`config.mk`:
```
export PLATFORM = sky130hd
export DESIGN_NAME = mdc_interlock
export DESIGN_NICKNAME = d
export VERILOG_FILES = /design/src/hw/mdc_pkg.sv /design/src/hw/mdc_interlock.sv
export SDC_FILE = /design/constraint.sdc
export NUM_CORES = 1
export LEC_CHECK = 0
export BUFFER_PORTS_ARGS = -buffer_cell sky130_fd_sc_hd__buf_2
export CAP_MARGIN = 20
export CORE_MARGIN = 2
export CORE_UTILIZATION = 61
export DETAILED_ROUTE_END_ITERATION = 8
export GPL_ROUTABILITY_DRIVEN = 0
export PLACE_DENSITY_LB_ADDON = 0.25
export SYNTH_ARGS = -nofsm -noshare
export SYNTH_HDL_FRONTEND = slang
export SYNTH_SLANG_ARGS = --single-unit
```
`constraint.sdc`:
```
create_clock -name clk -period 13.76 [get_ports clk]
set_clock_uncertainty 0.05 [all_clocks]
set_input_delay 0.688 -clock clk [delete_from_list [all_inputs] [get_ports clk]]
set_output_delay 0.688 -clock clk [all_outputs]
set_load 0.05 [all_outputs]
```
`src/hw/mdc_pkg.sv`:
```
// Overview of operation
// - hall primary lock inactive open, active closed
// - cam needs hall lock, direction, clear curtain
// - brake and run only after series lock
// - no lock in 10 s: fault, cancel calls
// - fault clears when lock circuit closes
// - on fault drop cam, retry after 5 s
// - three failures latch until reopen or lock
// - light off allowed when hall locked
// - shaded curtain before run blocks cam, close
// - shaded curtain while running: stop, fault
// - curtain clears: rescue run to leveling
// - wait hold time after stop, minimum 10 s
// - car-top close mirrors cam relay output
// - select code 5 copies cam logic
// - select code 23 gives inverted cam logic
// - manual door needs the five config settings
// - in hold, cam extends only inside unlock zone
package mdc_pkg;

   ////////////////////////////////////////////////////////////////////////////////////
   // timing
   localparam int unsigned CLK_PERIOD_NS  = 20;
   localparam int unsigned TICK_NS        = 100_000_000;
   localparam int unsigned TICK_CYC_DEF   = TICK_NS / CLK_PERIOD_NS;
   localparam int unsigned TICKS_PER_S    = 10;
   localparam int unsigned LOCK_TIMEOUT_S = 10;
   localparam int unsigned RETRY_WAIT_S   = 5;
   localparam int unsigned MIN_HOLD_S     = 10;
   localparam logic [11:0] LOCK_TICKS     = 12'(LOCK_TIMEOUT_S * TICKS_PER_S);
   localparam logic [11:0] RETRY_TICKS    = 12'(RETRY_WAIT_S * TICKS_PER_S);
   localparam logic [1:0]  MAX_RETRIES    = 2'h3;

   ////////////////////////////////////////////////////////////////////////////////////
   // register map (byte addresses)
   localparam logic [11:0] ADDR_CTRL      = 12'h000;
   localparam logic [11:0] ADDR_CFG       = 12'h004;
   localparam logic [11:0] ADDR_STATUS    = 12'h008;
   localparam logic [11:0] ADDR_INT_STAT  = 12'h00C;
   localparam logic [11:0] ADDR_INT_MASK  = 12'h010;

   // control bit positions
   localparam int unsigned CTRL_SEP_LOCK  = 0;
   localparam int unsigned CTRL_SPARE     = 1;
   localparam int unsigned CTRL_MANUAL    = 2;
   localparam int unsigned CTRL_ADVANCE   = 3;
   localparam int unsigned CTRL_RELEVEL   = 4;
   localparam int unsigned CTRL_LIGHT_OFF = 5;
   localparam logic [4:0]  CTRL_RESET     = 5'h00;

   // configuration fields and reset values
   localparam int unsigned CFG_HOLD_LSB   = 0;
   localparam int unsigned CFG_SEL_A_LSB  = 8;
   localparam int unsigned CFG_SEL_B_LSB  = 16;
   localparam logic [7:0]  HOLD_RESET     = 8'h0A;
   localparam logic [7:0]  SEL_RESET      = 8'h00;
   localparam logic [7:0]  SEL_CAM        = 8'h05;
   localparam logic [7:0]  SEL_CAM_INV    = 8'h17;

   // interrupt status bits
   localparam int unsigned INT_TIMEOUT    = 0;
   localparam int unsigned INT_CURTAIN    = 1;
   localparam int unsigned INT_LOCKED     = 2;
   localparam int unsigned INT_RESCUED    = 3;
   localparam int unsigned INT_W          = 4;

   // sequencer states
   typedef enum logic [2:0] {
      MDC_IDLE, MDC_CAM_ON, MDC_LOCKED, MDC_FAULT_WAIT,
      MDC_FAULT_LATCH, MDC_CUR_STOP, MDC_RESCUE, MDC_HOLD
   } mdc_state_t;

endpackage : mdc_pkg
```
`src/hw/mdc_interlock.sv`:
```
// Local design decisions: the address map and register access over APB.
`timescale 1ns/1ns
module mdc_interlock
   import mdc_pkg::*;
#(
   parameter int unsigned TICK_CYC = TICK_CYC_DEF
) (
   input  wire logic        clk,
   input  wire logic        rst,
   // apb slave
   input  wire logic        psel,
   input  wire logic        penable,
   input  wire logic        pwrite,
   input  wire logic [11:0] paddr,
   input  wire logic [31:0] pwdata,
   output logic [31:0]      prdata,
   output logic             pready,
   output logic             pslverr,
   // pins from the shaft and car
   input  wire logic        hall_primary_lock_in,
   input  wire logic        series_lock_in,
   input  wire logic        curtain_clear_in,
   input  wire logic        leveling_zone_in,
   input  wire logic        unlock_zone_in,
   // from controller logic on this clock
   input  wire logic        run_dir_req,
   input  wire logic        car_running,
   // outputs
   output logic             cam_relay_out,
   output logic             car_top_close_out,
   output logic             alt_cam_out_a,
   output logic             alt_cam_out_b,
   output logic             brake_release_ok,
   output logic             run_permit,
   output logic             emergency_stop,
   output logic             rescue_run,
   output logic             cancel_calls,
   output logic             lock_close_timeout_fault,
   output logic             curtain_run_fault,
   output logic             cabin_light_on,
   output logic             irq
);

   initial begin
      if (TICK_CYC < 1 || TICK_CYC >= (1 << 23)) $error("TICK_CYC out of range");
   end

   ////////////////////////////////////////////////////////////////////////////////////
   // pin synchronisers: change accepted when stages two and three agree
   localparam int unsigned NPIN = 5;
   logic [NPIN-1:0] pin_raw;
   logic [NPIN-1:0] s1_r;
   logic [NPIN-1:0] s2_r;
   logic [NPIN-1:0] s3_r;
   logic [NPIN-1:0] pin_f_r;
   logic            hall_f;
   logic            series_f;
   logic            curtain_f;
   logic            level_f;
   logic            unlock_f;

   assign pin_raw = {unlock_zone_in, leveling_zone_in, curtain_clear_in,
                     series_lock_in, hall_primary_lock_in};

   genvar gp;
   generate
      for (gp = 0; gp < NPIN; gp++) begin : g_sync
         always_ff @(posedge clk) begin
            if (rst) begin
               s1_r[gp]    <= 1'b0;
               s2_r[gp]    <= 1'b0;
               s3_r[gp]    <= 1'b0;
               pin_f_r[gp] <= 1'b0;
            end else begin
               s1_r[gp] <= pin_raw[gp];
               s2_r[gp] <= s1_r[gp];
               s3_r[gp] <= s2_r[gp];
               if (s2_r[gp] == s3_r[gp]) pin_f_r[gp] <= s3_r[gp];
            end
         end
      end
   endgenerate

   // low on the primary contact means hall door open
   assign hall_f    = pin_f_r[0];
   assign series_f  = pin_f_r[1];
   assign curtain_f = pin_f_r[2];
   assign level_f   = pin_f_r[3];
   assign unlock_f  = pin_f_r[4];

   ////////////////////////////////////////////////////////////////////////////////////
   // prescaled tick
   logic [22:0] pre_r;
   logic        tick_r;

   always_ff @(posedge clk) begin
      if (rst) begin
         pre_r  <= 23'h000000;
         tick_r <= 1'b0;
      end else if (pre_r == 23'(TICK_CYC - 1)) begin
         pre_r  <= 23'h000000;
         tick_r <= 1'b1;
      end else begin
         pre_r  <= pre_r + 23'h000001;
         tick_r <= 1'b0;
      end
   end

   ////////////////////////////////////////////////////////////////////////////////////
   // apb registers
   logic [4:0]        ctrl_r;
   logic [7:0]        hold_r;
   logic [7:0]        sel_a_r;
   logic [7:0]        sel_b_r;
   logic [INT_W-1:0]  int_stat_r;
   logic [INT_W-1:0]  int_mask_r;
   logic [INT_W-1:0]  int_set;
   logic              acc;
   logic              wr;
   logic              rd_stat;
   logic              light_off_wr;
   logic [31:0]       rd_nxt;
   logic              mapped;
   mdc_state_t        st_r;
   mdc_state_t        st_nxt;
   logic [1:0]        retry_r;

   // one wait state: pready rises in the second access cycle
   assign acc          = psel && penable && pready;
   assign wr           = acc && pwrite;
   assign rd_stat      = acc && !pwrite && paddr == ADDR_INT_STAT;
   assign light_off_wr = wr && paddr == ADDR_CTRL && pwdata[CTRL_LIGHT_OFF];
   assign mapped       = paddr == ADDR_CTRL || paddr == ADDR_CFG || paddr == ADDR_STATUS
                         || paddr == ADDR_INT_STAT || paddr == ADDR_INT_MASK;

   // read mux
   always_comb begin
      rd_nxt = 32'h00000000;
      case (paddr)
         ADDR_CTRL:     rd_nxt = {27'h0000000, ctrl_r};
         ADDR_CFG:      rd_nxt = {8'h00, sel_b_r, sel_a_r, hold_r};
         ADDR_STATUS:   rd_nxt = {16'h0000, 3'(st_r), retry_r, hall_f, series_f, curtain_f,
                                  lock_close_timeout_fault, curtain_run_fault, cam_relay_out,
                                  run_permit, cabin_light_on, irq, emergency_stop, rescue_run};
         ADDR_INT_STAT: rd_nxt = {28'h0000000, int_stat_r};
         ADDR_INT_MASK: rd_nxt = {28'h0000000, int_mask_r};
         default:       rd_nxt = 32'h00000000;
      endcase
   end

   // bus handshake and read data
   always_ff @(posedge clk) begin
      if (rst) begin
         pready  <= 1'b0;
         pslverr <= 1'b0;
         prdata  <= 32'h00000000;
      end else begin
         pready  <= psel && penable && !pready;
         pslverr <= psel && penable && !pready && !mapped;
         if (psel && penable && !pready && !pwrite) prdata <= rd_nxt;
      end
   end

   // writable registers
   always_ff @(posedge clk) begin
      if (rst) begin
         ctrl_r     <= CTRL_RESET;
         hold_r     <= HOLD_RESET;
         sel_a_r    <= SEL_RESET;
         sel_b_r    <= SEL_RESET;
         int_mask_r <= 4'h0;
      end else if (wr) begin
         if (paddr == ADDR_CTRL) ctrl_r <= pwdata[4:0];
         if (paddr == ADDR_CFG) begin
            hold_r  <= pwdata[CFG_HOLD_LSB +: 8];
            sel_a_r <= pwdata[CFG_SEL_A_LSB +: 8];
            sel_b_r <= pwdata[CFG_SEL_B_LSB +: 8];
         end
         if (paddr == ADDR_INT_MASK) int_mask_r <= pwdata[INT_W-1:0];
      end
   end

   // sticky status, cleared by read; a new event wins over the clear
   always_ff @(posedge clk) begin
      if (rst) begin
         int_stat_r <= 4'h0;
         irq        <= 1'b0;
      end else begin
         int_stat_r <= (rd_stat ? 4'h0 : int_stat_r) | int_set;
         irq        <= |(((rd_stat ? 4'h0 : int_stat_r) | int_set) & int_mask_r);
      end
   end

   ////////////////////////////////////////////////////////////////////////////////////
   // sequencer
   logic [11:0] timer_r;
   logic [11:0] hold_lim;
   logic        cfg_ok;
   logic        lock_to;
   logic        cam_nxt;

   assign cfg_ok  = ctrl_r[CTRL_SEP_LOCK] && ctrl_r[CTRL_SPARE] && ctrl_r[CTRL_MANUAL]
                    && !ctrl_r[CTRL_ADVANCE] && !ctrl_r[CTRL_RELEVEL];
   assign hold_lim = (hold_r < 8'(MIN_HOLD_S) ? 12'(MIN_HOLD_S) : 12'(hold_r))
                     * 12'(TICKS_PER_S);
   assign lock_to  = timer_r >= LOCK_TICKS;

   // next state
   always_comb begin
      st_nxt = st_r;
      case (st_r)
         MDC_IDLE:
            if (hall_f && run_dir_req && curtain_f && cfg_ok) st_nxt = MDC_CAM_ON;
         MDC_CAM_ON:
            if (series_f) st_nxt = MDC_LOCKED;
            else if (!curtain_f || !hall_f) st_nxt = MDC_IDLE;
            else if (lock_to && retry_r == MAX_RETRIES - 2'h1) st_nxt = MDC_FAULT_LATCH;
            else if (lock_to) st_nxt = MDC_FAULT_WAIT;
         MDC_FAULT_WAIT:
            if (series_f || timer_r >= RETRY_TICKS) st_nxt = MDC_IDLE;
         MDC_FAULT_LATCH:
            if (!hall_f || series_f) st_nxt = MDC_IDLE;
         MDC_LOCKED:
            if (car_running && !curtain_f) st_nxt = MDC_CUR_STOP;
            else if (!series_f) st_nxt = MDC_IDLE;
            else if (car_running) st_nxt = MDC_LOCKED;
            else if (!run_dir_req) st_nxt = MDC_HOLD;
         MDC_CUR_STOP:
            if (curtain_f) st_nxt = MDC_RESCUE;
         MDC_RESCUE:
            if (!curtain_f) st_nxt = MDC_CUR_STOP;
            else if (level_f) st_nxt = MDC_HOLD;
         MDC_HOLD:
            if (!hall_f || timer_r >= hold_lim) st_nxt = MDC_IDLE;
         default:
            st_nxt = MDC_IDLE;
      endcase
   end

   // state, timer and retry count
   always_ff @(posedge clk) begin
      if (rst) begin
         st_r    <= MDC_IDLE;
         timer_r <= 12'h000;
         retry_r <= 2'h0;
      end else begin
         st_r <= st_nxt;
         if (st_nxt != st_r) timer_r <= 12'h000;
         else if (tick_r && timer_r != 12'hFFF) timer_r <= timer_r + 12'h001;
         if (st_r == MDC_CAM_ON && series_f) retry_r <= 2'h0;
         else if (st_r == MDC_FAULT_LATCH && st_nxt == MDC_IDLE) retry_r <= 2'h0;
         else if (st_r == MDC_CAM_ON && lock_to) retry_r <= retry_r + 2'h1;
      end
   end

   // faults and call cancel
   always_ff @(posedge clk) begin
      if (rst) begin
         lock_close_timeout_fault <= 1'b0;
         curtain_run_fault        <= 1'b0;
         cancel_calls             <= 1'b0;
      end else begin
         cancel_calls <= st_r == MDC_CAM_ON && !series_f && curtain_f && hall_f && lock_to;
         if (st_r == MDC_CAM_ON && !series_f && curtain_f && hall_f && lock_to)
            lock_close_timeout_fault <= 1'b1;
         else if (series_f || st_nxt == MDC_IDLE && st_r != MDC_CAM_ON)
            lock_close_timeout_fault <= 1'b0;
         if (st_nxt == MDC_CUR_STOP) curtain_run_fault <= 1'b1;
         else if (st_r == MDC_RESCUE && st_nxt == MDC_HOLD) curtain_run_fault <= 1'b0;
      end
   end

   assign int_set = {st_r == MDC_RESCUE && st_nxt == MDC_HOLD,
                     st_r == MDC_CAM_ON && st_nxt == MDC_LOCKED,
                     st_r == MDC_LOCKED && st_nxt == MDC_CUR_STOP,
                     cancel_calls};

   // in hold the cam stays retracted while away from the unlock zone
   assign cam_nxt = st_nxt == MDC_CAM_ON || st_nxt == MDC_LOCKED || st_nxt == MDC_RESCUE
                    || st_nxt == MDC_HOLD && !unlock_f;

   // drive outputs
   always_ff @(posedge clk) begin
      if (rst) begin
         cam_relay_out     <= 1'b0;
         car_top_close_out <= 1'b0;
         brake_release_ok  <= 1'b0;
         run_permit        <= 1'b0;
         emergency_stop    <= 1'b0;
         rescue_run        <= 1'b0;
      end else begin
         cam_relay_out     <= cam_nxt;
         car_top_close_out <= cam_nxt;
         brake_release_ok  <= (st_nxt == MDC_LOCKED || st_nxt == MDC_RESCUE) && series_f;
         run_permit        <= (st_nxt == MDC_LOCKED || st_nxt == MDC_RESCUE) && series_f;
         emergency_stop    <= st_nxt == MDC_CUR_STOP;
         rescue_run        <= st_nxt == MDC_RESCUE;
      end
   end

   // alternate outputs follow their function select
   logic [7:0] sel_v [2];
   logic [1:0] alt_r;
   assign sel_v[0] = sel_a_r;
   assign sel_v[1] = sel_b_r;
   genvar ga;
   generate
      for (ga = 0; ga < 2; ga++) begin : g_alt
         always_ff @(posedge clk) begin
            if (rst) alt_r[ga] <= 1'b0;
            else if (sel_v[ga] == SEL_CAM) alt_r[ga] <= cam_nxt;
            else if (sel_v[ga] == SEL_CAM_INV) alt_r[ga] <= !cam_nxt;
            else alt_r[ga] <= 1'b0;
         end
      end
   endgenerate
   assign alt_cam_out_a = alt_r[0];
   assign alt_cam_out_b = alt_r[1];

   // cabin light: off on request only with hall locked, back on when opened
   always_ff @(posedge clk) begin
      if (rst) cabin_light_on <= 1'b1;
      else if (!hall_f) cabin_light_on <= 1'b1;
      else if (light_off_wr) cabin_light_on <= 1'b0;
   end
endmodule : mdc_interlock

```
---- After elaboration in Yosys (flattened, before gate mapping) ----
Index checks and enable logic that the tools add are counted.
word-level totals
  input port bits ......................... 56
  word-level logic and storage cells ...... 183
  flip-flop bits (word level) ............. 143
operators by class
  multiply operators ...................... 1
  order comparisons ....................... 4
  mux-type cells .......................... 28
  reduce and logical (&&, ||, !) cells .... 69
  bitwise logic cells ..................... 3
  equal/unequal tests ..................... 30
  $add $sub $neg .......................... 3
operators with widths
  operator                                                                      count
  24-bit one-hot mux with 5 select lines                                        1
  3-bit 2-to-1 mux                                                              15
  1-bit logical AND                                                             33
  12-bit by 4-bit equality test with 1-bit output, second input constant        2
  3-bit one-hot mux with 8 select lines                                         1
  23-bit by 1-bit adder with 23-bit output, second input constant               1
  23-bit equality test, second input constant                                   1
  3-bit equality test, second input constant                                    7
  8-bit by 3-bit equality test with 1-bit output, second input constant         2
  8-bit by 5-bit equality test with 1-bit output, second input constant         2
  1-bit logical OR                                                              13
  12-bit by 1-bit adder with 12-bit output, second input constant               1
  12-bit by 3-bit equality test with 1-bit output, second input constant        1
  12-bit by 5-bit equality test with 1-bit output, second input constant        1
  12-bit >= comparator                                                          1
  12-bit by 6-bit >= comparator with 1-bit output, second input constant        1
  12-bit by 7-bit >= comparator with 1-bit output, second input constant        1
  12-bit logical NOT                                                            1
  12-bit inequality test, second input constant                                 1
  8-bit by 3-bit multiplier with 11-bit output, second input constant           1
  1-bit logical NOT                                                             10
  3-bit by 2-bit equality test with 1-bit output, second input constant         3
  1-bit 2-to-1 mux                                                              9
  8-bit by 4-bit less-than comparator with 1-bit output, second input constant  1
  17 further kinds                                                              28

---- Longest topological paths before layout ----
  depth in word-level cells ............... 14
  gate-level depth with buffers ........... 18
  mapped depth without buffers ............ 18

---- Worst setup path before layout ----
No wires, ideal clock.
  path kind ............................... reg-to-reg
  start point ............................. register hold_r[4]
  end point ............................... register timer_r[11]
  period minus slack after synthesis ...... 4.318 ns
  stages on the path, launching flop included .. 18
  slack ................................... 9.442 ns
  path buffers ............................ 1
  data required time ...................... 13.628 ns
  data arrival time ....................... 4.186 ns
  cells stage by stage .................... dfxtp_1 -> or4_1 -> o21a_1 -> ha_1 -> ha_1 -> a21o_1 -> a21o_1 -> a21o_1 -> a21oi_1 -> nor2b_1 -> o21ai_0 -> ha_1 -> a2111oi_0 -> o211a_1 -> nand2_1 -> a221o_2 -> buf_6 -> a211oi_4
between the ends
  word-level cells in the longest chain between the ends .. 9
ends and longest elaborated chain
  item                                                   line                  RTL
  start: declaration                                     mdc_interlock.sv:112  logic [7:0] hold_r;
  start signal: assignment                               mdc_interlock.sv:175  hold_r <= pwdata[CFG_HOLD_LSB +: 8];
  8-bit by 4-bit less-than comparator with 1-bit output  mdc_interlock.sv:204  assign hold_lim = (hold_r < 8'(MIN_HOLD_S) ? 12'(MIN_HOLD_S) : 12'(hold_r))
  8-bit 2-to-1 mux *                                     mdc_interlock.sv:204
  8-bit by 3-bit multiplier with 11-bit output *         mdc_interlock.sv:205  * 12'(TICKS_PER_S);
  12-bit >= comparator *                                 mdc_interlock.sv:234  if (!hall_f || timer_r >= hold_lim) st_nxt = MDC_IDLE;
  1-bit logical OR *                                     mdc_interlock.sv:234
  3-bit 2-to-1 mux *                                     mdc_interlock.sv:234
  3-bit one-hot mux with 8 select lines *                mdc_interlock.sv:211  case (st_r)
  3-bit inequality test *                                mdc_interlock.sv:248  if (st_nxt != st_r) timer_r <= 12'h000;
  2-bit OR reduction (no line) *                         n/a
  end signal: assignment                                 mdc_interlock.sv:249  else if (tick_r && timer_r != 12'hFFF) timer_r <= timer_r + 12'h001;
  end: declaration                                       mdc_interlock.sv:196  logic [11:0] timer_r;
Mark *: on every way between the ends. The rest lies on a longest branch, timed or not.
A chain may end at the register's enable or synchronous reset.

---- Worst setup path in the final report ----
  start point ............................. register hold_r[4]
  end point ............................... register alt_r[0], in the netlist alt_cam_out_a
between the ends
  word-level cells in the longest chain between the ends .. 14
  elaborated cells between the ends (all ways) .. 18
ends and longest elaborated chain
  item                                                                                                              line                  RTL
  8-bit by 4-bit less-than comparator with 1-bit output                                                             mdc_interlock.sv:204
  8-bit 2-to-1 mux *                                                                                                mdc_interlock.sv:204
  8-bit by 3-bit multiplier with 11-bit output *                                                                    mdc_interlock.sv:205
  12-bit >= comparator *                                                                                            mdc_interlock.sv:234
  1-bit logical OR *                                                                                                mdc_interlock.sv:234
  3-bit 2-to-1 mux *                                                                                                mdc_interlock.sv:234
  3-bit one-hot mux with 8 select lines *                                                                           mdc_interlock.sv:211
  3-bit by 1-bit equality test with 1-bit output or 3-bit by 2-bit equality test with 1-bit output (tied branches)  mdc_interlock.sv:279  assign cam_nxt = st_nxt == MDC_CAM_ON || st_nxt == MDC_LOCKED || st_nxt == MDC_RESCUE
  1-bit logical OR (2 in series)                                                                                    mdc_interlock.sv:279
  1-bit logical OR *                                                                                                mdc_interlock.sv:280  || st_nxt == MDC_HOLD && !unlock_f;
  1-bit logical NOT                                                                                                 mdc_interlock.sv:312  else if (sel_v[ga] == SEL_CAM_INV) alt_r[ga] <= !cam_nxt;
  1-bit 2-to-1 mux                                                                                                  mdc_interlock.sv:312
  1-bit 2-to-1 mux *                                                                                                mdc_interlock.sv:311  else if (sel_v[ga] == SEL_CAM) alt_r[ga] <= cam_nxt;
  end signal: indexed assignment                                                                                    mdc_interlock.sv:311
  end signal: indexed assignment                                                                                    mdc_interlock.sv:312
  end: declaration                                                                                                  mdc_interlock.sv:303  logic [1:0] alt_r;
Marked as above.

==> impl_metrics.env <==
export IMPL_r2r_cells=17
export IMPL_syn_area_mm2=0.00637
export IMPL_final_area_mm2=0.00737
export IMPL_fin_setup_tns_ns=0
export IMPL_grtUsageMet1=0.348
export IMPL_p_comb_frac=0.047
export IMPL_seq_power_share=0.447
export IMPL_register_area_mm2=0.00270
export IMPL_maxSlewHeadroom=0.330
export IMPL_die_y_um=106
export IMPL_setup_viol=0
export IMPL_yosysTopAreaCell="dfxtp_1"
export IMPL_grt_util_met2=0.457
export IMPL_multi_input_area_mm2=0.00339
export IMPL_holdPathStages=2
export IMPL_status="finished, final reports clean"
export IMPL_dieArea_mm2=0.0113
export IMPL_clock_path_buffers=2
export IMPL_finalCriticalPeriod_ns=4.75
export IMPL_synth_edff_count=0
export IMPL_peakVddDrop_mv=0.0941
export IMPL_sw_frac_of_total=0.231
export IMPL_clk_pin_slew_ns=0.06
export IMPL_avgSynthCellArea_um2=8.43
export IMPL_fin_util=0.720
export IMPL_max_cap_viol_count=0
export IMPL_power_density_mw_per_mm2=121
export IMPL_vias=5597
export IMPL_grt_pass1_vias=5299
export IMPL_portBuffers=86
export IMPL_drt_first_iter_violations=563
export IMPL_period_share=0.345
export IMPL_areaGrowthSynthToFinish_pct=15.6
export IMPL_ant_nets=0
export IMPL_p_sw_w=0.000206
export IMPL_vias_per_cell=5.75
export IMPL_cts_resized=0
export IMPL_ys_ff_latch=135
export IMPL_drive_gt1_frac=0.170
export IMPL_tightest_slew_ns=1.00
export IMPL_yosys_most_used_dff="dfxtp_1"
export IMPL_critPathLaunchType="flip-flop"
export IMPL_detail_route_wl_per_cell_um=15.4
export IMPL_dr_pass1_iters=6
export IMPL_grt_usage=0.272
export IMPL_dp_hpwl_um=10300
export IMPL_layout_nets=908
export IMPL_ios=103
export IMPL_postCtsHoldBufs=0
export IMPL_rsz0062_at_grt="no"
export IMPL_postSynthCellCount=756
export IMPL_htreeDepth=4
export IMPL_diodes=0
export IMPL_end_kind="flip-flop"
export IMPL_met3_usage=0.0589
export IMPL_drt_wl_total_um=15000
export IMPL_core_area_mm2=0.0102
export IMPL_clock_power_share=0.506
export IMPL_synthTopCellsByCount="135 x dfxtp_1, 103 x nor2_1, 99 x nand2_1, 53 x a21oi_1, 36 x nand3_1"
export IMPL_critPathKind="reg2reg"
export IMPL_hold_viol=0
export IMPL_grt_pass1_wl_um=24700
export IMPL_p_int_w=0.000685
export IMPL_grt_overflow=0
export IMPL_p_leak_nw=3.05
export IMPL_netlist_top_cells_area="dfxtp_1 42%, nor2_1 6.1%, nand2_1 5.8%, ha_1 5.1%, a21oi_1 4.2%"
export IMPL_fmax_ghz=0.211
export IMPL_post_synth_top_count_cell="dfxtp_1"
export IMPL_synth_cell_types=61
export IMPL_yosysWarningCount=0
export IMPL_busiest_layer="met2"
export IMPL_arrival_ns=5.11
export IMPL_cts_tree="built"
export IMPL_yosys_area_top_type_share=0.424
export IMPL_clock_sinks=135
export IMPL_initial_utilization=0.623
export IMPL_fillCellCount=728
export IMPL_rows=37
export IMPL_cp_max_fo=7
export IMPL_hold_class="in2reg"
export IMPL_cts_made_buffers=17
export IMPL_clock_latency_ns=0.52
export IMPL_ys_seq_area_frac=0.424
export IMPL_die_w_um=106
export IMPL_async_reset_ff_frac=0
export IMPL_drc=0
export IMPL_grt_max_degree=101
export IMPL_post_dp_cell_area_mm2=0.00678
export IMPL_post_cts_buffers=0
export IMPL_critical_path_required_ns=14.12
export IMPL_antenna_found_initial=0
export IMPL_root_buffer="clkbuf_8"
export IMPL_slew_violations=0
## worst paths after layout
path,startpoint,end,slack [ns]
worst max-delay path,hold_r[4],alt_cam_out_a,9.01
worst min-delay path,series_lock_in,s1_r[1],0.32
worst max register to register,hold_r[4],alt_cam_out_a,9.01
worst min register to register,s1_r[4],s2_r[4],0.38
## worst max-delay path, cell delays in order (launching register included)
cell and delay (ns):
dfxtp_1 0.37, or4_1 0.58, o21a_1 0.23, ha_1 0.34, ha_1 0.31, a21o_1 0.15, a21o_1 0.19, a21o_1 0.17
a21oi_1 0.20, nor2b_1 0.07, o21ai_0 0.16, ha_1 0.28, a2111oi_0 0.37, o211a_1 0.23, nand2_1 0.15, o32ai_1 0.33
nor2_1 0.16, mux2_2 0.29
## state kept, by name, summed over array words and instances, names as in the netlist, 2 cells and up
register	flops
int_stat_r	4
hold_r	8
int_mask_r	4
st_r	3
sel_a_r	8
pre_r	23
ctrl_r	5
s1_r	5
s3_r	5
sel_b_r	8
s2_r	5
retry_r	2
prdata	24
timer_r	12
## through the flow
step	setup slack, ns	instances	hold WS [ns]	total power [W]
floorplan	9.44	763	0.364	0.000437
global placement	9.12	942	0.366	0.000448
detailed placement	9.01	942	0.373	0.000448
CTS	9.02	973	0.315	0.000894
global route	8.73	973	0.314	0.000917
finish	9.01	973	0.324	0.000891
## cell type report
type / instances / area share
Clock buffer: 17 / 0.0562
Sequential cell: 135 / 0.367
Timing Repair Buffer: 90 / 0.0625
Multi-Input combinational cell: 564 / 0.460
Clock inverter: 14 / 0.0234
Tap cell: 136 / 0.0231
Inverter: 17 / 0.00866
## logic make-up (layout without fill, tap and decap cells)
group                    Yosys count  in the layout  synth area share
AND/OR/NAND/NOR                  346            346             0.255
flip-flops                       135            135             0.424
AO/OA/AOI/OAI                    130            130             0.137
buffers and inverters             64            138            0.0514
XOR/XNOR                          36             36            0.0495
adder cells (fa/ha/maj)           27             27            0.0542
multiplexers                      17             17            0.0277
other                              1              8          0.000588
## metal layers
layer	part of all wire	vias up	routed length [um]
li1	-	2740	-
met1	0.43	2605	6440
met2	0.49	225	7300
met3	0.064	27	961
met4	0.019	0	278
met5	0	-	0
## power groups by stage
stage | registers [W] | logic, W | clock network [W]
2_1_floorplan | 0.000415 | 0.0000227 | 0
3_3_place_gp | 0.000407 | 0.0000408 | 0
4_1_cts | 0.000398 | 0.0000415 | 0.000454
5_1_grt | 0.000399 | 0.0000450 | 0.000473
6_report | 0.000398 | 0.0000417 | 0.000451
3_5_place_dp | 0.000407 | 0.0000414 | 0
## cells in the final DEF, fill, tap and decap left out, types with 4 or more instances in the layout
cell and n:
a211oi_1 5, or3_1 4, clkbuf_16 16, o21ai_0 17
nand2b_1 7, nor4b_1 5, inv_1 17, a221oi_1 12
nor3b_1 4, dfxtp_1 135, mux2_2 5, xnor2_1 20
buf_2 86, nor4_1 6, nor3_1 25, a22oi_1 8
nor2b_1 22, mux2i_1 12, conb_1 8, clkinv_2 4
a21oi_1 53, nand4_1 9, buf_4 4, xor2_1 16
or2_2 4, and3_1 7, ha_1 26, nand3_1 36
nand2_1 99, nor2_1 103, a21o_1 6
Power figures use the tool's default switching activity.
